==> src/verilog/cfg_seq_pkg.sv <==
// Purpose: constants and types for the configuration handshake sequencer
// Assumes: 50 MHz mclk
// Notes: long counts are also top-level parameters
package cfg_seq_pkg;
    localparam int unsigned clk_mhz = 50;
    // times in microseconds, as printed in ms times 1000
    localparam int unsigned por_normal_min_us = 12000;
    localparam int unsigned por_normal_max_us = 20000;
    localparam int unsigned por_fast_min_us = 2000;
    localparam int unsigned por_fast_max_us = 6500;
    localparam int unsigned release_max_us = 20000;
    localparam int unsigned pull_low_max_us = 400000;
    localparam int unsigned pull_low_secure_max_us = 1000000;
    localparam int unsigned err_pulse_min_us = 500;
    localparam int unsigned err_pulse_max_us = 10000;
    localparam int unsigned user_mode_max_us = 5000;
    // cycle counts: minimum times rounded up
    localparam int unsigned por_normal_cyc = por_normal_min_us * clk_mhz;
    localparam int unsigned por_fast_cyc = por_fast_min_us * clk_mhz;
    localparam int unsigned err_pulse_cyc = err_pulse_min_us * clk_mhz;
    // init time well inside the 5 ms window; maximum rounds down
    localparam int unsigned init_cyc = (user_mode_max_us * clk_mhz) / 2;
    localparam int unsigned cnt_w = 26;
    localparam logic [cnt_w-1:0] cnt_reset = 26'h0;

    typedef enum logic [5:0] {
        st_por     = 6'h01,
        st_held    = 6'h02,
        st_load    = 6'h04,
        st_error   = 6'h08,
        st_init    = 6'h10,
        st_user    = 6'h20
    } seq_state_t;

    typedef struct packed {
        logic restart_request_low;
        logic supplies_ok;
        logic fast_flash_mode;
        logic load_finished;
        logic load_error;
    } seq_in_t;

    typedef struct packed {
        seq_state_t state;
        logic [cnt_w-1:0] count;
        logic [1:0] req_sync;
        logic [1:0] sup_sync;
        logic device_state_low;
        logic load_complete;
        logic startup_complete;
        logic load_enable;
    } seq_regs_t;
endpackage

==> src/verilog/config_handshake_sequencer.sv <==
// Purpose: power-on delay and restart/status handshake for config loading
// Assumes: mclk 50 MHz; loader_ref_clock checked by the host side
// Notes: loader datapath is outside; it reports finished/error here
//        secure mode is not told apart: status falls in cycles, so
//        the shorter restart limit is met in every mode
//        error pulse is fixed at the 0.5 ms floor; init at 2.5 ms
//        counts are parameters so a bench can shrink them
`timescale 1ns/1ps
module config_handshake_sequencer
    import cfg_seq_pkg::*;
#(
    parameter int unsigned por_normal_cycles = por_normal_cyc,
    parameter int unsigned por_fast_cycles = por_fast_cyc,
    parameter int unsigned err_pulse_cycles = err_pulse_cyc,
    parameter int unsigned init_cycles = init_cyc
) (
    input wire logic mclk,
    input wire logic reset,
    input wire logic restart_request_low,
    input wire logic supplies_ok,
    input wire logic fast_flash_mode,
    input wire logic load_finished,
    input wire logic load_error,
    output logic device_state_low,
    output logic load_complete,
    output logic startup_complete,
    output logic load_enable
);
    // compare limits sit one below the wanted count, so the state
    // changes on the edge that completes that many cycles
    localparam logic [cnt_w-1:0] por_n = cnt_w'(por_normal_cycles - 1);
    localparam logic [cnt_w-1:0] por_f = cnt_w'(por_fast_cycles - 1);
    localparam logic [cnt_w-1:0] err_n = cnt_w'(err_pulse_cycles - 1);
    localparam logic [cnt_w-1:0] init_n = cnt_w'(init_cycles - 1);

    // every flop of the block lives in this one struct
    seq_regs_t r;
    seq_regs_t next_r;

    // pin views after the two-stage synchronisers
    logic req_high;
    logic sup_up;

    // counter helpers, all decoded from the registered count; the
    // counter width holds the longest default delay with room to spare
    logic count_full;
    logic [cnt_w-1:0] count_step;
    logic por_done;
    logic err_done;
    logic init_done;

    // only the second stage is read; the first may still be settling
    // req_high means the host is not asking for a restart
    assign req_high = r.req_sync[1];
    assign sup_up = r.sup_sync[1];

    // the counter stops at all ones instead of wrapping, yet a reload
    // to zero on a state change still wins: a long stay in held or user
    // mode cannot cut a later error pulse or init window short
    assign count_full = (r.count == '1);
    assign count_step = count_full ? r.count : r.count + cnt_w'(1);

    // boot mode is read live: a change during the delay simply picks
    // the other limit, so the strap must be steady before supplies rise
    assign por_done = fast_flash_mode ? (r.count >= por_f)
                                      : (r.count >= por_n);
    assign err_done = (r.count >= err_n);
    assign init_done = (r.count >= init_n);

    // state walk:
    //   por   - supplies seen, counting the power-on delay
    //   held  - status low, waiting for the restart line to go high
    //   load  - status high, loader fetching data
    //   error - status low for the fixed error pulse
    //   init  - data loaded, counting the initialisation time
    //   user  - configuration done, waiting for a restart
    // a restart drop in load, init or user goes back to held; held and
    // error ignore it, por ignores it until the delay is over
    // an illegal state code goes back to por
    always_comb begin
        next_r = r;
        // synchronisers shift every cycle, whatever the state
        next_r.req_sync = {r.req_sync[0], restart_request_low};
        next_r.sup_sync = {r.sup_sync[0], supplies_ok};
        next_r.count = count_step;

        case (r.state)
            st_por: begin
                // delay starts only once supplies are up; a supply dip
                // while counting starts it again from zero
                if (!sup_up) begin
                    next_r.count = cnt_reset;
                end else if (por_done) begin
                    next_r.state = st_held;
                    next_r.count = cnt_reset;
                end
            end

            st_held: begin
                // status low, loader stopped, flags clear until the host
                // lets the restart line go high again
                next_r.device_state_low = 1'b1;
                next_r.load_enable = 1'b0;
                next_r.load_complete = 1'b0;
                next_r.startup_complete = 1'b0;
                if (req_high) begin
                    // release within a few cycles, far below 20 ms
                    next_r.state = st_load;
                    next_r.device_state_low = 1'b0;
                    next_r.load_enable = 1'b1;
                end
            end

            st_load: begin
                // a restart drop has priority over anything the loader says
                if (!req_high) begin
                    next_r.state = st_held;
                    next_r.device_state_low = 1'b1;
                    next_r.load_enable = 1'b0;
                end else if (load_error) begin
                    // error beats finished in one cycle: the data is suspect
                    next_r.state = st_error;
                    next_r.count = cnt_reset;
                    next_r.device_state_low = 1'b1;
                    next_r.load_enable = 1'b0;
                end else if (load_finished) begin
                    // loader stops fetching the moment it reports done
                    next_r.state = st_init;
                    next_r.count = cnt_reset;
                    next_r.load_complete = 1'b1;
                    next_r.load_enable = 1'b0;
                end
            end

            st_error: begin
                // fixed 0.5 ms pulse, inside the 10 ms ceiling; the restart
                // line is not looked at until the pulse is over
                if (err_done) begin
                    next_r.state = st_held;
                    next_r.count = cnt_reset;
                end
            end

            st_init: begin
                // init takes half the 5 ms budget, which leaves margin for
                // a slower mclk than planned
                if (!req_high) begin
                    // flags fall together with status on a restart drop
                    next_r.state = st_held;
                    next_r.device_state_low = 1'b1;
                    next_r.load_complete = 1'b0;
                end else if (init_done) begin
                    next_r.state = st_user;
                    next_r.startup_complete = 1'b1;
                end
            end

            st_user: begin
                // restart drop while configured: clean state in a few
                // cycles, far inside 400 ms and the secure-mode allowance
                if (!req_high) begin
                    // flags and status fall together: the host sees one edge
                    next_r.state = st_held;
                    next_r.device_state_low = 1'b1;
                    next_r.load_complete = 1'b0;
                    next_r.startup_complete = 1'b0;
                end
            end

            default: begin
                // an illegal code falls back to a full power-on delay with
                // every pin in its reset state
                next_r.state = st_por;
                next_r.count = cnt_reset;
                next_r.device_state_low = 1'b1;
                next_r.load_complete = 1'b0;
                next_r.startup_complete = 1'b0;
                next_r.load_enable = 1'b0;
            end
        endcase
    end

    // synchronous reset loads constants only; status stays low through
    // reset so the host never sees a false release
    // the synchronisers clear to zero: restart reads as asserted and
    // supplies as absent until the pins have been seen twice
    always_ff @(posedge mclk) begin
        if (reset) begin
            r.state <= st_por;
            r.count <= cnt_reset;
            r.req_sync <= 2'h0;
            r.sup_sync <= 2'h0;
            r.device_state_low <= 1'b1;
            r.load_complete <= 1'b0;
            r.startup_complete <= 1'b0;
            r.load_enable <= 1'b0;
        end else begin
            r <= next_r;
        end
    end

    // outputs come straight from the state flops, with no logic after
    // them, so the pins cannot glitch between edges
    assign device_state_low = r.device_state_low;
    assign load_complete = r.load_complete;
    assign startup_complete = r.startup_complete;
    assign load_enable = r.load_enable;
endmodule

==> config.mk <==
export PLATFORM = sky130hd
export DESIGN_NAME = config_handshake_sequencer
export DESIGN_NICKNAME = d
export VERILOG_FILES = /design/src/verilog/cfg_seq_pkg.sv /design/src/verilog/config_handshake_sequencer.sv
export SDC_FILE = /design/constraint.sdc
export NUM_CORES = 1
export LEC_CHECK = 0
export BUFFER_PORTS_ARGS = -buffer_cell sky130_fd_sc_hd__buf_2
export CELL_PAD_IN_SITES_DETAIL_PLACEMENT = 1
export CELL_PAD_IN_SITES_GLOBAL_PLACEMENT = 2
export CORE_MARGIN = 5
export CORE_UTILIZATION = 37
export DETAILED_ROUTE_END_ITERATION = 8
export HOLD_SLACK_MARGIN = 0.02
export PLACE_DENSITY_LB_ADDON = 0.15
export SYNTH_ARGS = -nofsm -noshare
export SYNTH_HDL_FRONTEND = slang
export SYNTH_SLANG_ARGS = --single-unit
==> constraint.sdc <==
create_clock -name mclk -period 2.7 [get_ports mclk]
set_input_delay 0 -clock mclk [delete_from_list [all_inputs] [get_ports mclk]]
set_output_delay 0 -clock mclk [all_outputs]
set_load 0.01 [all_outputs]
==> results <==
- The headroom to the max-slew limit is 62.9%.
- The count of nets left with antenna violations once routing finished came out at 0.
- The sink count of the clock tree is 40.
- For this configuration, the core starts out at a cell density of 38.2%.
- The switching share of power is 23.6%.
- After technology mapping, the gate count stands at 307.
- After layout, the minimum clock period comes to 2.54 ns.
- The slowest stage cell on the critical path is or4_4.
- The number of pins exceeding their max-slew limit in the final report is 0.
- After synthesis the cells add up to 2430 um^2.
- The share of the Yosys chip area taken by registers is 33.0%.
- The most instantiated flip-flop cell in the synthesis netlist is dfxtp_1.
- The worst setup path is launched from a register.
- The maximum VDD drop is 0.221 mV.
- After floorplanning, the core was sized to cover 6350 um^2.
- Yosys attributes the largest share of cell area to dfxtp_1 (33%), xnor2_1 (7.6%), nor2_1 (6.0%).
- The worst hold path passes through 2 cells.
- TritonCTS built the clock tree.
- The maximum clock rate is 394 MHz.
- Detailed placement finished with a half-perimeter wire length of 4.89 mm.
- In the final timing run, aggregate negative setup slack is 0 ns.
- The share of total power dissipated in combinational logic is 3.6%.
- Setup violations remaining at the end of the flow were counted as 0.
- For this run, design rule violations remaining after detail routing come to 0.
- The worst hold-check path type is primary input to register.
- The initial antenna violation count is 0.
- The largest net degree at the start of global routing is 27.
- In this run the most critical hold path is launched from reset.
- The reg-to-reg critical path startpoint is r[29].
- The clock passes through at most 2 buffers.
- Relative to the synthesized area, the layout overhead comes to 11.7%.
- Post-CTS timing repair inserted 0 buffers for setup.
- Setup repair after global routing left no endpoint under its margin.
- For this run, the slowest stage of the critical path takes 0.56 ns.
- Summed over all cells, the static leakage comes to 0.916 nW.
- The clock slew seen by the registers of the worst setup and hold paths is 0.09 ns.
- 0 antenna diodes ended up in the layout.
- The hold-critical path endpoint is r[7].
- The first global-routing pass estimated 11.4 mm of wire.
- The initial detailed-routing violation count is 136.
- The internal power of the cells totals 0.820 mW.
- The terminus of the critical flop-to-flop path is r[33].
- The flow ran to the end, and the final reports show no timing, DRC or antenna violations.
- In this run, synthesis produced a sequential element count of 40.
- After layout, the design draws a total of 1.07 mW.
- Walking the worst path, the cells encountered are or4_4 > or3_4 > a311oi_2 > o311ai_1 > a31o_1 > buf_12 > nor3b_1.
- Across the run, the number of max-cap violations was 0.
- Summing all placed instances gives a cell area of 2580 um^2.
- The most common cell after layout, fill and taps aside is dfxtp_1.
- The worst clock skew is 0.00658 ns.
- The part of the power in the clock network is 40.8%.
- The total CTS buffers is 5.
- Measured along the x axis, the die boundary spans 91.0 um.
- The routed layout has 2254 vias.
- Synthesis produced a netlist with a net count of 315.
- The analysis attributes to net switching a power of 0.253 mW.
- The cell at the root of the clock tree is clkbuf_8.
- CTS built an H-tree with a depth of 2.
- The depth of the worst register-to-register path is 7.
- The final critical path takes up 94.0% of the cycle.
- The number of enable-type register cells in the synthesized netlist is 0.
- For the worst setup path, the data arrival time is 2.76 ns.
- The final non-filler cell area is 2710 um^2.
- The part of the total power dissipated in sequential elements is 55.6%.
- The worst setup path is of the register to register kind.
- The number of different library cells used by synthesis comes to 56.
- The synthesized design spends more area on one cell type than any other, namely dfxtp_1.
- In this run the power density over the cells is 395 nW/um^2.
- The detail-routed via count per cell is 5.71.
- 11 I/O pins were placed.
- The clock reaches the later pin of the worst-skew pair after 0.29 ns.
- During synthesis, Yosys emitted a total of 0 warnings.
- At the pin with the least slew margin, the transition time is 0.556 ns.
- The async set-or-reset flop fraction in the synthesized netlist is 0%.
- The number of buffer cells added on primary ports is 10.
- The share of Yosys cell area claimed by the top area cell type is 33.0%.
- STA puts the critical path data required time at 2.92 ns.
- The total overflow left after global routing is 0.
- The final number of hold-violating endpoints is 0.
- For this block, the routed nets add up to 6.63 mm of wire.
- After synthesis, the mean cell area works out to 7.91 um^2.
- The floorplan step defined a die boundary enclosing 8280 um^2.
- The via count of the first global-routing pass is 2218.
- The aggregate global-route resource usage is 16.5%.
- The proportion of layout cells with a drive suffix above 1 is 13.5%.
- The routed wire length per instance is 16.8 um.
- In this run the worst path has a maximum fanout of 26.
- At the end of routability-driven placement, the weighted congestion stood at 0.811.
- The number of nets in the finished design is 325.
- The placement row count is 29.
- The total of fill cells in the finished design is 777.
- The worst setup path is captured at a register.
- In this run the register-to-register setup slack is 0.16 ns.
- The number of iterations in the first detailed-routing pass is 4.
- In the layout the commonest cells are dfxtp_1 (40), nor2_1 (39), xnor2_1 (21), nor3_1 (18), nand2_1 (17).
- The die is 91.0 um tall.
## worst max-delay path: cells and delay by family (launching register included)
| kind | cells | cell delay, ns |
|---|---|---|
| and+or+nand+nor | 3 | 1.14 |
| buffers and inverters | 1 | 0.16 |
| AOI/OAI and AO/OA | 3 | 0.78 |
| DFF | 1 | 0.37 |
## stage by stage
stage / instances / util, % / setup slack (ns) / hold WS, ns
2_1_floorplan: 307 / - / 0.360 / 0.0716
3_3_place_gp: 384 / 40.7 / 0.245 / 0.209
3_5_place_dp: 384 / 40.7 / 0.198 / 0.219
4_1_cts: 395 / 42.7 / 0.176 / 0.0457
5_1_grt: 395 / 42.7 / 0.0518 / 0.0546
6_report: 395 / 42.7 / 0.163 / 0.0567
## cell usage after synthesis (2+ instances only)
master	n
dfxtp_1	40
nor2_1	39
xnor2_1	21
clkbuf_1	19
nor3_1	18
nand2_1	17
nand3_1	15
o21ai_0	13
nor4_1	12
nor2b_1	11
nand4_1	9
a21oi_1	7
nand2b_1	6
or4_1	5
a211oi_1	4
a21o_1	4
and2_1	4
buf_6	4
nor3b_1	4
nor4b_1	4
xor2_1	4
a21boi_0	3
and3_1	3
or3_1	3
and4_1	2
buf_2	2
inv_1	2
nand3b_1	2
nand4b_1	2
o21bai_1	2
## layout make-up
type	count	area (um^2)	area share, %
Multi-Input combinational cell	240	1510	55.6
Timing Repair Buffer	28	205	7.56
Sequential cell	40	801	29.5
Tap cell	77	96.3	3.55
Inverter	2	7.51	0.277
Clock buffer	6	82.6	3.04
Clock inverter	2	13.8	0.507
## flip-flops by register name, indices dropped and copies added (netlist names)
| signal | count |
|---|---|
| next_r | 2 |
| load_complete | 1 |
| load_enable | 1 |
| startup_complete | 1 |
| device_state_low | 1 |
| r | 34 |
## power by group through the flow
stage          Clock, mW  Combinational [mW]  Sequential, mW
2_1_floorplan          0              0.0248           0.608
3_3_place_gp           0              0.0341           0.610
3_5_place_dp           0              0.0353           0.610
4_1_cts            0.455              0.0388           0.596
5_1_grt            0.483              0.0438           0.597
6_report           0.438              0.0389           0.596
## metal layers
| metal | up-vias | track usage, % | routed length (um) | share of wire [%] |
|---|---|---|---|---|
| met2 | 35 | 24.5 | 2890 | 44 |
| met3 | 6 | 2.31 | 193 | 2.9 |
| met5 | - | 0 | 0 | 0 |
| met4 | 0 | 4.40 | 72 | 1.1 |
| met1 | 1086 | 24.7 | 3480 | 52 |
| li1 | 1127 | - | - | - |
## what timing repair did
item | CTS | global route
hold endpoints to repair | 3 | 0
setup endpoints to repair | 0 | 1
hold buffers | 3 | 0
resized for setup | 0 | 1
## worst max path at each step
stage | from | endpoint | slack [ns]
3_5_place_dp | r[29] | r[33] | 0.20
2_1_floorplan | r[28] | r[14] | 0.36
3_3_place_gp | r[29] | r[33] | 0.24
5_1_grt | r[29] | r[33] | 0.05
4_1_cts | r[29] | r[33] | 0.18
6_report | r[29] | r[33] | 0.16
## kinds of logic after synthesis
logic type / count (synthesis) / synth area share, %
mux: 1 / 0.412
buf+inv: 27 / 5.51
xor+xnor: 25 / 9.02
compound gates: 46 / 12.9
simple gates: 167 / 38.6
fa+ha+maj: 1 / 0.515
flops: 40 / 33.0
Power figures use the tool's default switching activity.
